File: src/hdl/phyirq_pkg.sv
package phyirq_pkg;

  // management register addresses
  localparam logic [4:0] ADDR_IRQ_MASK = 5'h18;
  localparam logic [4:0] ADDR_IRQ_STATUS = 5'h19;
  localparam logic [4:0] ADDR_LIVE_STATUS = 5'h1A;

  // reset values
  localparam logic [10:0] IRQ_MASK_RESET = 11'h000;
  localparam logic [10:0] IRQ_STATUS_RESET = 11'h000;
  localparam logic [15:0] LIVE_STATUS_RESET = 16'h0300;

  // field positions
  localparam int EVENT_COUNT = 10;
  localparam int MASK_WIDTH = 11;
  localparam int MASK_PIN_BIT = 0;
  localparam int IRQ_PENDING_BIT = 0;
  localparam int LIVE_STANDBY_BIT = 15;
  localparam int LIVE_LINK_BIT = 6;
  localparam int LIVE_TXEN_BIT = 5;
  localparam int LIVE_BOTH_AN_BIT = 2;
  localparam int LIVE_TECH_LSB = 7;

  // resolved technology codes
  localparam logic [2:0] TECH_100_FULL = 3'h3;
  localparam logic [2:0] TECH_100_HALF = 3'h2;
  localparam logic [2:0] TECH_10_FULL = 3'h1;
  localparam logic [2:0] TECH_10_HALF = 3'h0;

  // management frame fields
  localparam logic [1:0] OP_READ = 2'h2;
  localparam logic [1:0] OP_WRITE = 2'h1;
  localparam logic [5:0] PREAMBLE_BITS = 6'h20;
  localparam logic [5:0] HEADER_LAST = 6'h0B;
  localparam logic [5:0] DATA_LAST = 6'h0F;

  typedef enum logic [2:0] {SM_PRE, SM_START, SM_HDR, SM_TA, SM_DATA} phyirq_state_t;

  typedef struct packed {
    phyirq_state_t state;
    logic [5:0] count;
    logic [15:0] shift;
    logic isRead;
    logic selected;
    logic [4:0] regAddr;
    logic mdioOut;
    logic mdioOe;
    logic [10:0] mask;
    logic [15:0] live;
    logic interruptN;
    logic mdcPrev;
  } phyirq_top_t;

endpackage

File: src/hdl/phyirq_evt_if.sv
`timescale 1ns/1ps
interface phyirq_evt_if #(parameter int N = 10);
  logic [N:1] events;
  logic [N:1] mask;
  logic clear;
  logic [N:0] status;

  modport owner (output events, output mask, output clear, input status);
  modport latch (input events, input mask, input clear, output status);
endinterface

File: src/hdl/phyirq_sync.sv
`timescale 1ns/1ps
module phyirq_sync #(
  parameter int WIDTH = 2
) (
  input wire logic sys_clk,
  input wire logic sys_rst,
  input wire logic [WIDTH-1:0] asyncIn,
  output logic [WIDTH-1:0] syncOut
);
  typedef struct packed {
    logic [WIDTH-1:0] stage1;
    logic [WIDTH-1:0] stage2;
  } phyirq_sync_t;

  phyirq_sync_t r;
  phyirq_sync_t n;

  always_comb begin
    n = r;
    n.stage1 = asyncIn;
    n.stage2 = r.stage1;
  end

  always_ff @(posedge sys_clk or posedge sys_rst) begin
    if (sys_rst) begin
      r <= '0;
    end else begin
      r <= n;
    end
  end

  assign syncOut = r.stage2;
endmodule

File: src/hdl/phyirq_latch.sv
`timescale 1ns/1ps
module phyirq_latch #(
  parameter int N = 10
) (
  input wire logic sys_clk,
  input wire logic sys_rst,
  phyirq_evt_if.latch evt
);
  import phyirq_pkg::*;

  typedef struct packed {
    logic [N:1] stat;
    logic pend;
  } phyirq_latch_t;

  phyirq_latch_t r;
  phyirq_latch_t n;

  always_comb begin
    n = r;
    // a trigger in the clearing cycle survives the clear
    n.stat = (r.stat & ~{N{evt.clear}}) | evt.events;
    n.pend = (r.pend & ~evt.clear) | (|(n.stat & evt.mask));
  end

  always_ff @(posedge sys_clk or posedge sys_rst) begin
    if (sys_rst) begin
      r <= IRQ_STATUS_RESET;
    end else begin
      r <= n;
    end
  end

  assign evt.status = {r.stat, r.pend};
endmodule

File: src/hdl/phyirq_top.sv
`timescale 1ns/1ps
// Functional notes
// status bits latch on trigger until read
// reading interrupt status clears every bit
// bits latch even when masked
// pending counts only enabled latched bits
// bits 10..6 latch diag, sync, autoneg, checker, page
// bits 5..1 latch idle, fifo, receive, link, speed
// bit 0 pending, held until read
// bit 15 shows standby state
// bit 13 copies parallel fault, no clear
// bit 12 copies autoneg_complete_flag, no clear
// bit 11 shows pair swap
// bit 10 shows inverted 10BASE-T polarity
// bits 9..7 give resolved technology code
// bit 6 shows link up
// bit 5 shows transmit enable
// bit 4 shows receive data valid
// bit 3 shows collision
// bit 2 set when both ends negotiate
// bit 1 copies partner pause ability
// bit 0 copies partner asymmetric pause ability
// mask bits align with status bits
// pin enable gates active-low interrupt output
// trigger during clearing read stays latched
// reserved bits zero, read-only writes ignored
module phyirq_top #(
  parameter logic [4:0] PHY_ADDR = 5'h00
) (
  input wire logic sys_clk,
  input wire logic sys_rst,
  input wire logic mdc,
  input wire logic mdioIn,
  output logic mdioOut,
  output logic mdioOe,
  output logic interruptN,
  input wire logic cableDiagEvent,
  input wire logic mgmtSyncLossEvent,
  input wire logic autonegChangeEvent,
  input wire logic frameCheckerEvent,
  input wire logic pageReceivedEvent,
  input wire logic idleErrorSaturatedEvent,
  input wire logic fifoOverUnderEvent,
  input wire logic receiveChangeEvent,
  input wire logic linkChangeEvent,
  input wire logic speedChangeEvent,
  input wire logic standbyFlag,
  input wire logic parallelDetectFaultFlag,
  input wire logic autonegCompleteFlag,
  input wire logic pairSwapDetected,
  input wire logic tenPolarityInverted,
  input wire logic [2:0] resolvedTechnology,
  input wire logic linkUp,
  input wire logic txEnActive,
  input wire logic receiveValidSeen,
  input wire logic collisionActive,
  input wire logic localAutonegAble,
  input wire logic partnerAutonegAble,
  input wire logic partnerAbilityPause,
  input wire logic partnerAbilityAsymPause
);
  import phyirq_pkg::*;

  phyirq_top_t r;
  phyirq_top_t n;
  phyirq_evt_if #(.N(EVENT_COUNT)) evt ();

  logic [1:0] pinSync;
  logic mdcS;
  logic mdioS;
  logic mdcRise;
  logic clearStatus;
  logic writeDone;
  logic [15:0] liveWord;
  logic [15:0] readWord;
  logic [11:0] header;

  phyirq_sync #(.WIDTH(2)) u_pinSync (
    .sys_clk(sys_clk),
    .sys_rst(sys_rst),
    .asyncIn({mdc, mdioIn}),
    .syncOut(pinSync)
  );

  phyirq_latch #(.N(EVENT_COUNT)) u_latch (
    .sys_clk(sys_clk),
    .sys_rst(sys_rst),
    .evt(evt.latch)
  );

  assign mdcS = pinSync[1];
  assign mdioS = pinSync[0];
  assign mdcRise = mdcS & ~r.mdcPrev;

  // event order: bit 10 down to bit 1
  assign evt.events = {cableDiagEvent, mgmtSyncLossEvent, autonegChangeEvent,
                       frameCheckerEvent, pageReceivedEvent,
                       idleErrorSaturatedEvent, fifoOverUnderEvent,
                       receiveChangeEvent, linkChangeEvent, speedChangeEvent};
  assign evt.mask = r.mask[EVENT_COUNT:1];
  assign evt.clear = clearStatus;

  // live status word, reserved bit 14 held low
  always_comb begin
    liveWord = {standbyFlag, 1'b0,
                parallelDetectFaultFlag,
                autonegCompleteFlag,
                pairSwapDetected,
                tenPolarityInverted,
                resolvedTechnology,
                linkUp,
                txEnActive,
                receiveValidSeen,
                collisionActive,
                localAutonegAble & partnerAutonegAble,
                partnerAbilityPause,
                partnerAbilityAsymPause};
  end

  // read mux; upper bits of status and mask read zero
  always_comb begin
    readWord = 16'h0000;
    if (r.regAddr == ADDR_IRQ_MASK) begin
      readWord = {5'h00, r.mask};
    end else if (r.regAddr == ADDR_IRQ_STATUS) begin
      readWord = {5'h00, evt.status};
    end else if (r.regAddr == ADDR_LIVE_STATUS) begin
      readWord = r.live;
    end
  end

  assign header = {r.shift[10:0], mdioS};

  always_comb begin
    n = r;
    clearStatus = 1'b0;
    writeDone = 1'b0;
    n.mdcPrev = mdcS;
    n.live = liveWord;
    n.interruptN = ~(r.mask[MASK_PIN_BIT] & evt.status[IRQ_PENDING_BIT]);
    if (mdcRise) begin
      unique case (r.state)
        SM_PRE: begin
          if (mdioS) begin
            if (r.count != PREAMBLE_BITS) begin
              n.count = r.count + 6'h01;
            end
          end else if (r.count == PREAMBLE_BITS) begin
            n.state = SM_START;
            n.count = 6'h00;
          end else begin
            n.count = 6'h00;
          end
        end
        SM_START: begin
          n.count = 6'h00;
          n.state = mdioS ? SM_HDR : SM_PRE;
        end
        SM_HDR: begin
          n.shift = {r.shift[14:0], mdioS};
          n.count = r.count + 6'h01;
          if (r.count == HEADER_LAST) begin
            n.count = 6'h00;
            n.isRead = (header[11:10] == OP_READ);
            n.selected = (header[9:5] == PHY_ADDR);
            n.regAddr = header[4:0];
            if (header[11:10] == OP_READ || header[11:10] == OP_WRITE) begin
              n.state = SM_TA;
            end else begin
              n.state = SM_PRE;
            end
          end
        end
        SM_TA: begin
          if (r.count == 6'h00) begin
            n.count = 6'h01;
            if (r.isRead && r.selected) begin
              n.mdioOe = 1'b1;
              n.mdioOut = 1'b0;
            end
          end else begin
            n.state = SM_DATA;
            n.count = 6'h00;
            if (r.isRead && r.selected) begin
              n.shift = readWord;
              n.mdioOut = readWord[15];
              clearStatus = (r.regAddr == ADDR_IRQ_STATUS);
            end
          end
        end
        SM_DATA: begin
          n.count = r.count + 6'h01;
          if (r.isRead) begin
            n.shift = {r.shift[14:0], 1'b0};
            n.mdioOut = r.shift[14];
          end else begin
            n.shift = {r.shift[14:0], mdioS};
          end
          if (r.count == DATA_LAST) begin
            n.state = SM_PRE;
            n.count = 6'h00;
            n.mdioOe = 1'b0;
            n.mdioOut = 1'b0;
            if (!r.isRead && r.selected) begin
              writeDone = 1'b1;
              // only the mask register takes writes
              if (r.regAddr == ADDR_IRQ_MASK) begin
                n.mask = {r.shift[9:0], mdioS};
              end
            end
          end
        end
      endcase
    end
  end

  always_ff @(posedge sys_clk or posedge sys_rst) begin
    if (sys_rst) begin
      r <= '{state: SM_PRE, count: 6'h00, shift: 16'h0000, isRead: 1'b0,
             selected: 1'b0, regAddr: 5'h00, mdioOut: 1'b0, mdioOe: 1'b0,
             mask: IRQ_MASK_RESET, live: LIVE_STATUS_RESET, interruptN: 1'b1,
             mdcPrev: 1'b0};
    end else begin
      r <= n;
    end
  end

  assign mdioOut = r.mdioOut;
  assign mdioOe = r.mdioOe;
  assign interruptN = r.interruptN;
endmodule

File: config.mk
export PLATFORM = sky130hd
export DESIGN_NAME = phyirq_top
export DESIGN_NICKNAME = d
export VERILOG_FILES = /design/src/hdl/phyirq_pkg.sv /design/src/hdl/phyirq_evt_if.sv /design/src/hdl/phyirq_sync.sv /design/src/hdl/phyirq_latch.sv /design/src/hdl/phyirq_top.sv
export SDC_FILE = /design/constraint.sdc
export NUM_CORES = 1
export LEC_CHECK = 0
export BUFFER_PORTS_ARGS = -buffer_cell sky130_fd_sc_hd__buf_2
export CAP_MARGIN = 0
export CORE_UTILIZATION = 59
export DETAILED_ROUTE_END_ITERATION = 8
export PLACE_DENSITY = 0.8
export SYNTH_ARGS = -nofsm -noshare
export SYNTH_HDL_FRONTEND = slang
export SYNTH_SLANG_ARGS = --single-unit
File: constraint.sdc
create_clock -name sys_clk -period 3.45 [get_ports sys_clk]
set_input_delay 0.69 -clock sys_clk [delete_from_list [all_inputs] [get_ports sys_clk]]
set_output_delay 0.69 -clock sys_clk [all_outputs]
set_load 0.005 [all_outputs]
## After elaboration in Yosys (flattened, before gate mapping)

Index checks and enable logic that the tools add are counted.

| storage, ports and cells | value |
|---|---|
| register bits | 76 |
| input port bits | 30 |
| output and inout bits | 3 |
| logic and storage cells | 99 |

| operators by class | value |
|---|---|
| add/subtract/negate cells | 1 |
| eq/ne operators | 22 |
| muxes and demuxes | 31 |
| bitwise operators | 12 |
| reductions and logical operators | 17 |

Operator list:

| operator | number |
|---|---|
| 16-bit two-way mux | 3 |
| 15-bit one-hot mux with 3 select lines | 1 |
| 9-bit one-hot mux with 5 select lines | 1 |
| 15-bit two-way mux | 2 |
| 11-bit two-way mux | 2 |
| 10-bit bitwise AND | 2 |
| 9-bit two-way mux | 2 |
| 5-bit == test (second input constant) | 3 |
| 2-bit inequality test (second input constant) | 7 |
| 13-bit two-way mux | 1 |
| 6-bit by 4-bit == test with 1-bit output (second input constant) | 2 |
| 6-bit two-way mux | 2 |
| 1-bit two-way mux | 10 |
| 10-bit NOT | 1 |
| 10-bit bitwise OR | 1 |
| 5-bit AND reduction | 2 |
| 10-bit OR reduction | 1 |
| 3-bit two-way mux | 3 |
| 4-bit AND reduction | 2 |
| 6-bit by 1-bit adder with 6-bit output (second input constant) | 1 |
| 3-bit by 2-bit == test with 1-bit output (second input constant) | 2 |
| 6-bit == test (second input constant) | 1 |
| 6-bit zero test | 1 |
| 2-bit two-way mux | 3 |
| 20 further kinds | 27 |

## Longest topological paths before layout

Gate-level depths: netlist (run 1).

| depth | value |
|---|---|
| depth in word-level cells | 11 |
| depth in mapped cells | 9 |
| depth with buffers taken out | 7 |

## Modules after synthesis

Synthesis (run 1) repeated with hierarchy kept, for this count alone.

| unflattened totals | value |
|---|---|
| cell total of the unflattened synthesis | 332 |
| area total of the unflattened synthesis | 3686.0 µm² |

Modules (own cells, without submodules):

| module | times used | cells each | area an instance (µm²) | seq. area each (µm²) |
|---|---|---|---|---|
| phyirq_top | 1 | 284 | 3099.2 | 1530.2 |
| phyirq_latch | 1 | 43 | 483.0 | 275.3 |
| phyirq_sync | 1 | 5 | 103.8 | 100.1 |

## Worst setup path after synthesis (run 1)

OpenSTA, ideal clock, no wires.

| timing path | value |
|---|---|
| kind | register to register |
| start point | register r[54] in the netlist's numbering |
| end point | register r, in the netlist header[9] |
| library setup time | 0.127 ns |
| data arrival time | 1.887 ns |
| data required time | 3.323 ns |
| slack | 1.435 ns |
| cell stages (with the launch flop) | 10 |
| buffers on the path | 2 |
| cells stage by stage | dfrtp_1 > inv_1 > ha_1 > nor3b_4 > a21oi_1 > o211a_1 > o21a_1 > buf_2 > buf_6 > mux2_1 |

| between the ends | value |
|---|---|
| longest elaborated chain between the ends | 3 |

Ends and longest elaborated chain:

| item | line | RTL |
|---|---|---|
| start, declared | phyirq_top.sv:64 | `phyirq_top_t r;` |
| start signal, assigned | phyirq_top.sv:219 | `r <= '{state: SM_PRE, count: 6'h00, shift: 16'h0000, isRead: 1'b0,` |
| start signal, assigned | phyirq_top.sv:224 | `r <= n;` |
| 6-bit zero test | phyirq_top.sv:175 | `if (r.count == 6'h00) begin` |
| 2-bit inequality test (no source line) | - |  |
| 4-bit AND reduction (no source line) | - |  |

Every way passes these cells.
A chain may end at the register's enable or synchronous reset.

==> results of run 1 <==
## cell usage in the layout, fill, tap and decap left out, types with 3 or more instances in the layout
cell type / synthesis / layout
or2_2: 3 / 3
dfrtp_1: 73 / 73
buf_2: 2 / 32
a22oi_1: 12 / 12
nor3_1: 11 / 11
nand2b_1: 6 / 6
a21oi_1: 11 / 11
clkbuf_8: 0 / 9
a21o_1: 6 / 6
o21a_1: 3 / 3
o211a_1: 3 / 3
nand2_1: 27 / 27
inv_1: 11 / 10
mux2_4: 10 / 10
a22o_1: 4 / 4
nand4_1: 4 / 4
o21ai_0: 20 / 20
buf_4: 1 / 4
nor2b_1: 7 / 7
mux2_2: 27 / 27
o31ai_1: 5 / 5
dfstp_2: 3 / 3
nor2_1: 19 / 19
ha_1: 3 / 3
## layout make-up
class	instances	share of cell area
inverters	11	0.01006
well taps	75	0.02286
clock buffers	11	0.03200
multi-input cells	226	0.4093
flip-flops and latches	76	0.4642
repair buffers	36	0.04633
clock inverters	5	0.01524
## flip-flops by register name (all words and copies together) (netlist names)
| signal | flops |
|---|---|
| u_latch.evt.status | 11 |
| u_pinSync.syncOut | 2 |
| mdioOut | 1 |
| evt.mask | 10 |
| r | 37 |
| header | 11 |
| mdioOe | 1 |
| u_pinSync.n | 2 |
| interruptN | 1 |
## metal layers
layer  global-route usage  part of all wire  routed length (um)  vias to the layer above
met4              0.06786             0.011                  84                        0
met1               0.3416              0.45                3507                     1326
met2               0.4208              0.50                3909                       70
met3              0.07000             0.044                 349                       11
li1                     -                 -                   -                     1259
met5                    0                 0                   0                        -
## synth_stat cells (2+ instances only)
cell type,instances,area (um2)
dfrtp_1,73,1827
or4_1,2,15.01
nor3_1,11,55.05
o211a_1,3,30.03
o211ai_1,2,15.01
nand2_1,27,101.4
or2_2,3,18.77
dfstp_2,3,78.83
mux2_4,10,150.1
nor2b_1,7,43.79
nor4_1,2,12.51
o22ai_1,2,12.51
nor2_1,19,71.32
a21oi_1,11,55.05
a21boi_0,2,15.01
nand3b_1,2,15.01
ha_1,3,37.54
buf_6,4,45.04
o21a_1,3,22.52
a22oi_1,12,90.09
a31oi_1,2,12.51
nand4_1,4,25.02
inv_1,11,41.29
a22o_1,4,35.03
a21o_1,6,45.04
buf_2,2,10.01
o31ai_1,5,37.54
and2_1,2,12.51
o21ai_0,20,100.1
clkbuf_1,10,37.54
mux2_2,27,304.0
nand2b_1,6,37.54
## how the worst min path moves through the flow
stage | startpoint | to | depth (start not counted)
5_1_grt | u_pinSync.n[0] | u_pinSync.syncOut[0] | 0
3_5_place_dp | u_pinSync.n[1] | u_pinSync.syncOut[1] | 0
2_1_floorplan | u_pinSync.n[0] | u_pinSync.syncOut[0] | 0
6_report | u_pinSync.n[1] | u_pinSync.syncOut[1] | 0
4_1_cts | u_pinSync.n[1] | u_pinSync.syncOut[1] | 0
3_3_place_gp | u_pinSync.n[1] | u_pinSync.syncOut[1] | 0
## where the power goes
| group | total (W) | switching, W | internal, W |
|---|---|---|---|
| Combinational | 0.0000941 | 0.0000563 | 0.0000377 |
| Sequential | 0.000934 | 0.0000231 | 0.000911 |
| Clock | 0.000667 | 0.000330 | 0.000337 |
| Total | 0.00169 | 0.000409 | 0.00129 |
## per-stage QoR
step | area, um2 | utilization | power (W)
after floorplan | 3731 | - | 0.001012
after global placement | 3911 | 0.6491 | 0.001044
after detailed placement | 3911 | 0.6491 | 0.001046
after CTS | 4105 | 0.6813 | 0.001706
after global routing | 4105 | 0.6813 | 0.001746
final | 4105 | 0.6813 | 0.001695
## cells by family after synthesis
| group | count (synthesis) |
|---|---|
| DFF | 76 |
| AOI/OAI and AO/OA | 84 |
| muxes | 39 |
| and+or+nand+nor | 98 |
| xor gates and xnor gates | 2 |
| buffers and inverters | 29 |
| adders and majority gates | 3 |
==> impl_metrics.csv, run 1 <==
group,metric,value,unit
run_status,run_status,"finished clean",
die,top_level_ports,33,
setup_path,cp.depth,7,
setup_path,crit_chain,"inv_1 > ha_1 > nor3b_4 > a2111oi_4 > a21oi_1 > a2111oi_0 > nand4_1",
cts,h-tree-depth,3,
setup_path,reg2reg_depth,7,
sta,grt_setup_unrepaired,"false",
finish,multiInputGateArea,0.001680,mm2
synthesis,ys_ff_latch,76,
die,die_w,81.52,um
setup_path,cp-end-kind,"flop",
cts,cts.sinks,76,
synthesis,syn_area,0.003731,mm2
route,wl_per_cell,17.84,um
global_route,grt_max_degree,39,
synthesis,syn_nets,364,
min_path,worstHoldPathType,"flop to flop",
global_route,antenna_found_initial,0,
place,pre_cts_slack,947.8,ps
sta,max_freq,398.8,MHz
cts,clockRootBuffer,"clkbuf_8",
setup_path,worstPathArrival,2710,ps
route,drtPass1Iterations,5,
sta,max-slew-margin-rel,0.4709,
setup_path,cpPeakStageDelay,700,ps
synthesis,synth_top_family_by_area,"compound AO/OA/AOI/OAI gates",
synthesis,yosys_warnings,0,
synthesis,avgSynthCellArea,11.27,um2
route,viasPerCell,6.059,
global_route,grt_remaining_overflow,0,
synthesis,synth_cell_type_count,63,
synthesis,synthAdderAreaFrac,0.01006,
synthesis,synth_compound_area_frac,0.1590,
place,hpwl,5322,um
setup_path,critical-path-top-delay-family,"compound AO/OA/AOI/OAI gates",
place,gp_congestion,0.8437,
setup_path,cp_max_fo,12,
cts,cts_tree,"built",
sta,hold_viol,0,
route,drtIter0Drc,199,
synthesis,synthArstFlopShare,1.000,
synthesis,synth_simple_gate_area_frac,0.1492,
cts,clkSlewWorstSetupHoldPaths,80,ps
power_and_ir_drop,ir_drop,0.0004425,V
sta,post-route-period-util,0.7269,
setup_path,path_class,"flop to flop",
setup_path,cp-endpoint,"u_latch.evt.status[0]",
route,vias,2666,
sta,drv_slew,0,
die,die_h,81.52,um
setup_path,slowest_stage,"a2111oi_4",
flow_run,maxCapViolations,0,
setup_path,path_buf_inv,1,
setup_path,r2r-end,"u_latch.evt.status[0]",
cts,postCtsSetupBuffers,0,
global_route,grt_usage,0.2588,
sta,setup_tns,0,ps
place,dp_cells,424,
setup_path,r2r_setup_slack,940,ps
route,ant_nets,0,
power_and_ir_drop,p_per_area,412.9,mW/mm2
cts,cts_resized,0,
global_route,grt_pass1_wl,12610,um
synthesis,synth_edf_count,0,
synthesis,yosysSeqAreaShare,0.5107,
die,row_count,28,
sta,hold_slack,352.0,ps
finish,regArea,0.001906,mm2
setup_path,critPathLaunch,"r[54]",
finish,diodes,0,
place,portBuffers,32,
finish,filler_cell_count,465,
setup_path,cp-start-kind,"flop",
cts,clock_path_buffers,2,
setup_path,crit_required,3660,ps
sta,fin_crit,2508,ps
cts,ctsHoldBuffers,0,
cts,clk_latency,350,ps
die,core-area,0.006026,mm2
synthesis,synthMuxAreaShare,0.1274,
finish,final_cells,440,
synthesis,synthXorXnorAreaFrac,0.004695,
synthesis,netlist_instances,331,
finish,drive_gt1_frac,0.2822,
sta,skew,7.122,ps
sta,setup_viol,0,
finish,num-nets-final,393,
global_route,grt_pass1_vias,2522,
power_and_ir_drop,p_leak,1.791,nW
route,drc,0,
finish,areaGrowthSynthToFinish,10.03,%
cts,cts_buffers,9,
sta,tightest_slew,793.7,ps
route,totalWireLength,7850,um
setup_path,r2r-start,"r[54]",
synthesis,yosys_most_used_dff,"dfrtp_1",
die,start_util,0.6192,
sta,layout_setup_ws,942.3,ps
die,die_area,0.006646,mm2
Note: power is estimated with default switching activity, not from simulation.
==> inputs of run 2 (changes only) <==
- clock period: 3.45 -> 2.6 ns (I/O delays scaled with it)
==> run 2 against run 1 <==
Against the previous run:
- sequential share of layout area is 0.82 points lower
- routed wire length is 3.9% higher
- largest power group unchanged
- critical path type unchanged
- first-iteration DRC count shrank 8.0%
- hold slack got worse by 120 ps
- largest cell class unchanged
- worst setup slack got worse by 630 ps
- critical path depth rose by 1
- highest routed layer unchanged
- count of clock-buffer cells in the layout is 2 higher
- cell area up 1.8%
==> impl_metrics.csv, run 2 (same netlist as run 1, synthesis figures left out) <==
group,metric,value,unit
setup_path,cp.depth,8,
route,viasPerCell,6.153,
route,ant_nets,0,
run_status,run_status,"finished clean",
setup_path,r2r_setup_slack,310,ps
cts,cts_tree,"built",
route,totalWireLength,8156,um
finish,largest_register,"r",
place,place_area,0.003999,mm2
cts,cts.sinks,76,
cts,ctsHoldBuffers,0,
sta,grt_setup_unrepaired,"false",
finish,filler_cell_count,458,
power_and_ir_drop,swShare,0.2413,
die,top_level_ports,33,
power_and_ir_drop,ir_drop,0.0005288,V
flow_run,maxCapViolations,0,
sta,post-route-period-util,0.8818,
cts,postCtsSetupBuffers,0,
setup_path,cpPeakStageDelay,510,ps
route,vias,2769,
cts,clkSlewWorstSetupHoldPaths,70,ps
finish,drive_gt1_frac,0.3013,
sta,tightest_slew,921.4,ps
setup_path,worstPathArrival,2500,ps
setup_path,reg2reg_depth,8,
route,drtPass1Iterations,4,
setup_path,crit_chain,"inv_1 > ha_1 > nor3b_4 > a2111oi_4 > buf_4 > a21oi_1 > a2111oi_0 > nand4_1",
setup_path,r2r-end,"u_latch.evt.status[0]",
power_and_ir_drop,p_leak,1.847,nW
power_and_ir_drop,power_frac_comb,0.060,
global_route,grt_usage,0.2835,
cts,h-tree-depth,3,
power_and_ir_drop,seqPwrFrac,0.566,
sta,setup_tns,0,ps
place,gp_congestion,0.8966,
die,start_util,0.6192,
die,die_area,0.006646,mm2
sta,setup_viol,0,
setup_path,cp_max_fo,7,
power_and_ir_drop,p_per_area,524.6,mW/mm2
sta,fin_crit,2293,ps
setup_path,critical-path-top-delay-family,"compound AO/OA/AOI/OAI gates",
cts,clockRootBuffer,"clkbuf_8",
sta,drv_slew,0,
route,wl_per_cell,18.12,um
die,row_count,28,
setup_path,slowest_stage,"a2111oi_4",
sta,max_freq,436.2,MHz
finish,mostFrequentLayoutCells,"dfrtp_1 (73), buf_2 (32), nand2_1 (27), mux2_2 (27), o21ai_0 (20)",
finish,final_common_cell,"dfrtp_1",
power_and_ir_drop,p_sw,0.0005290,W
finish,areaGrowthSynthToFinish,12.01,%
global_route,antenna_found_initial,0,
finish,num-nets-final,403,
route,drtIter0Drc,183,
route,drc,0,
finish,largest_reg_flops,37,
global_route,grt_remaining_overflow,0,
setup_path,crit_required,2810,ps
die,core-area,0.006026,mm2
place,portBuffers,32,
global_route,grt_max_degree,28,
cts,clock_path_buffers,2,
setup_path,path_buf_inv,2,
finish,final_area,0.004179,mm2
global_route,grt_pass1_wl,13470,um
global_route,grt_pass1_vias,2814,
setup_path,r2r-start,"r[54]",
finish,diodes,0,
sta,skew,7.777,ps
die,die_w,81.52,um
setup_path,cp-start-kind,"flop",
setup_path,cp-end-kind,"flop",
cts,clk_latency,350,ps
power_and_ir_drop,power.internal,0.001663,W
setup_path,path_class,"flop to flop",
place,hpwl,5738,um
cts,cts_buffers,9,
sta,hold_viol,0,
power_and_ir_drop,clkPwrFrac,0.374,
sta,max-slew-margin-rel,0.3810,
min_path,worstHoldPathType,"input pin to asynchronous set/reset pin",
die,die_h,81.52,um
cts,cts_resized,0,
-- run 2: changes by cell type in the layout (fill, tap and decap cells not counted) --
cell	before	now
clkinv_2	0	1
clkbuf_8	9	11
buf_12	0	1
clkinv_4	2	1
bufinv_16	1	0
clkinvlp_4	2	1
buf_4	4	13
-- run 2: power groups by stage --
stage	registers (W)	logic [W]	clock network, W
after floorplan	0.00125	0.0000967	0
after global placement	0.00126	0.000128	0
after detailed placement	0.00126	0.000131	0
after CTS	0.00124	0.000132	0.000836
after global routing	0.00124	0.000147	0.000887
final	0.00124	0.000131	0.000821
-- run 2: worst max-delay path by stage --
stage	from	end	slack [ps]
after CTS	r[54]	u_latch.evt.status[0]	350
after global placement	r[54]	u_latch.evt.status[0]	400
after detailed placement	r[54]	u_latch.evt.status[0]	380
after global routing	r[54]	u_latch.evt.status[0]	210
after floorplan	sys_rst	evt.mask[10]	150
final	r[54]	u_latch.evt.status[0]	310
-- run 2: cell type report --
class | instances | area, um2 | area share
Clock buffer | 13 | 158.9 | 0.03802
Clock inverter | 3 | 21.27 | 0.005090
Inverter | 11 | 41.29 | 0.009880
Multi-Input combinational cell | 226 | 1680 | 0.4021
Sequential cell | 76 | 1906 | 0.4560
Tap cell | 75 | 93.84 | 0.02246
Timing Repair Buffer | 46 | 277.8 | 0.06647
-- run 2: stage by stage --
| step | total power (W) | worst slack (ps) | hold WS [ps] | utilization | std cells |
|---|---|---|---|---|---|
| final | 0.002192 | 307.4 | 233.6 | 0.6935 | 450 |
| after global routing | 0.002279 | 213.0 | 245.0 | 0.6935 | 450 |
| after CTS | 0.002208 | 347.9 | 244.2 | 0.6935 | 450 |
| after detailed placement | 0.001394 | 383.4 | 336.2 | 0.6636 | 434 |
| after global placement | 0.001389 | 395.3 | 334.9 | 0.6636 | 434 |
| after floorplan | 0.001343 | 146.6 | 331.2 | - | 331 |
-- run 2: per-layer routing --
layer,GRT usage,part of all wire,up-vias
met3,0.07556,0.046,23
met5,0,0,-
met1,0.3495,0.43,1385
met2,0.4575,0.49,81
met4,0.1446,0.034,0
li1,-,-,1280
==> inputs of run 3 (changes only) <==
- REMOVE_ABC_BUFFERS: not set -> 1
==> run 3 against run 2 <==
Against the previous run:
- clock skew grew 6.5 ps
- register-to-register slack about the same
- clock power up 25%
- count of clock-buffer cells in the layout is 2 lower
- combinational power increased by 3%
- total power increased by 9.8%
- first-iteration DRC count grew 37%
- cell area up 1.4%
- non-clock buffer count down 1
- largest power group unchanged
==> impl_metrics.csv, run 3 (same netlist as run 1, synthesis figures left out) <==
group,metric,value,unit
die,die_w,81.52,um
route,vias,2760,
sta,hold_viol,0,
finish,final_area,0.004238,mm2
setup_path,crit_required,2820,ps
route,drc,0,
setup_path,cpPeakStageDelay,670,ps
cts,cts_resized,0,
die,die_area,0.006646,mm2
place,gp_congestion,0.9024,
cts,h-tree-depth,3,
finish,filler_cell_count,426,
cts,postCtsSetupBuffers,0,
setup_path,cp-start-kind,"flop",
finish,final_cells,449,
cts,clock_path_buffers,2,
sta,max_freq,437.6,MHz
sta,grt_setup_unrepaired,"false",
finish,drive_gt1_frac,0.3048,
global_route,grt_usage,0.2599,
finish,num-nets-final,402,
sta,skew,14.23,ps
setup_path,cp_max_fo,14,
power_and_ir_drop,power.total,0.002408,W
place,dp_cells,433,
power_and_ir_drop,p_leak,1.879,nW
sta,drv_slew,0,
route,drtPass1Iterations,5,
cts,ctsHoldBuffers,0,
global_route,grt_pass1_vias,2635,
setup_path,path_class,"flop to flop",
route,drtIter0Drc,250,
min_path,worstHoldPathType,"input pin to flop",
cts,cts_tree,"built",
finish,largest_register,"r",
global_route,grt_pass1_wl,12700,um
route,ant_nets,0,
route,viasPerCell,6.147,
die,die_h,81.52,um
global_route,grt_max_degree,40,
die,row_count,28,
die,core-area,0.006026,mm2
finish,final_common_cell,"dfrtp_1",
die,start_util,0.6192,
power_and_ir_drop,ir_drop,0.0003581,V
global_route,antenna_found_initial,0,
cts,clockRootBuffer,"clkbuf_8",
finish,largest_reg_flops,37,
sta,setup_viol,0,
power_and_ir_drop,p_per_area,568.1,mW/mm2
run_status,run_status,"finished clean",
setup_path,slowest_stage,"or4_4",
cts,clk_latency,350,ps
sta,fin_crit,2285,ps
setup_path,worstPathArrival,2510,ps
place,place_area,0.004004,mm2
setup_path,crit_chain,"and4bb_2 > nand2b_1 > or4_4 > mux2_4",
place,portBuffers,32,
finish,diodes,0,
flow_run,maxCapViolations,0,
sta,post-route-period-util,0.8788,
finish,areaGrowthSynthToFinish,13.58,%
route,wl_per_cell,17.47,um
cts,clkSlewWorstSetupHoldPaths,80,ps
die,top_level_ports,33,
cts,cts_buffers,9,
sta,tightest_slew,771.7,ps
sta,setup_tns,0,ps
global_route,grt_remaining_overflow,0,
finish,mostFrequentLayoutCells,"dfrtp_1 (73), buf_2 (32), nand2_1 (27), mux2_2 (27), o21ai_0 (20)",
route,totalWireLength,7844,um
place,hpwl,5433,um
cts,cts.sinks,76,
sta,max-slew-margin-rel,0.4787,
setup_path,cp-end-kind,"flop",
==> run 3: changes by cell type in the layout (fill, tap and decap cells not counted), sizes merged <==
cell,before,now
buf,46,45
inv,11,12
clkbuf,13,11
bufinv,0,2
clkinvlp,1,0
==> run 3: where the power goes <==
group          total, W  switching [W]  internal [W]
clock network   0.00103       0.000434      0.000597
logic          0.000135      0.0000796     0.0000556
registers       0.00124      0.0000322       0.00121
==> run 3: through the flow <==
| stage | utilization | setup slack (ps) | hold WS [ps] |
|---|---|---|---|
| final | 0.7033 | 315.0 | 266.8 |
| after global routing | 0.7033 | 127.4 | 239.1 |
| after CTS | 0.7033 | 335.5 | 246.9 |
| after detailed placement | 0.6645 | 346.7 | 335.6 |
| after global placement | 0.6645 | 431.0 | 335.1 |
| after floorplan | - | 146.6 | 331.2 |
==> run 3: layer usage <==
layer | share of wire | routed length [um] | track usage
met1 | 0.42 | 3316 | 0.3458
met2 | 0.48 | 3787 | 0.4058
met3 | 0.077 | 602 | 0.06889
met4 | 0.017 | 137 | 0.1000
met5 | 0 | 0 | 0
==> run 3: final timing paths <==
kind | start | slack (ps) | cells after the start | endpoint
max in group asynchronous | sys_rst | 1660 | 3 | r[10]
hold / removal | resolvedTechnology[2] | 270 | 1 | r[11]
setup reg to reg | r[33] | 320 | 4 | evt.mask[2]
min in group asynchronous | sys_rst | 280 | 2 | evt.mask[4]
setup / recovery | r[33] | 320 | 4 | evt.mask[2]
hold reg to reg | u_pinSync.n[0] | 350 | 0 | u_pinSync.syncOut[0]
==> run 3: final cells by class <==
class                   count  area (um2)  area share
clock buffers              11       151.4     0.03572
clock inverters             5       82.58     0.01949
inverters                  11       41.29    0.009743
multi-input cells         226        1680      0.3965
flip-flops and latches     76        1906      0.4497
well taps                  75       93.84     0.02214
repair buffers             45       282.8     0.06673
==> run 3: worst max-delay path, delay by kind of cell (launching register included) <==
| family | cells | cell delay (ps) |
|---|---|---|
| DFF | 1 | 390 |
| muxes | 1 | 340 |
| and+or+nand+nor | 3 | 1430 |
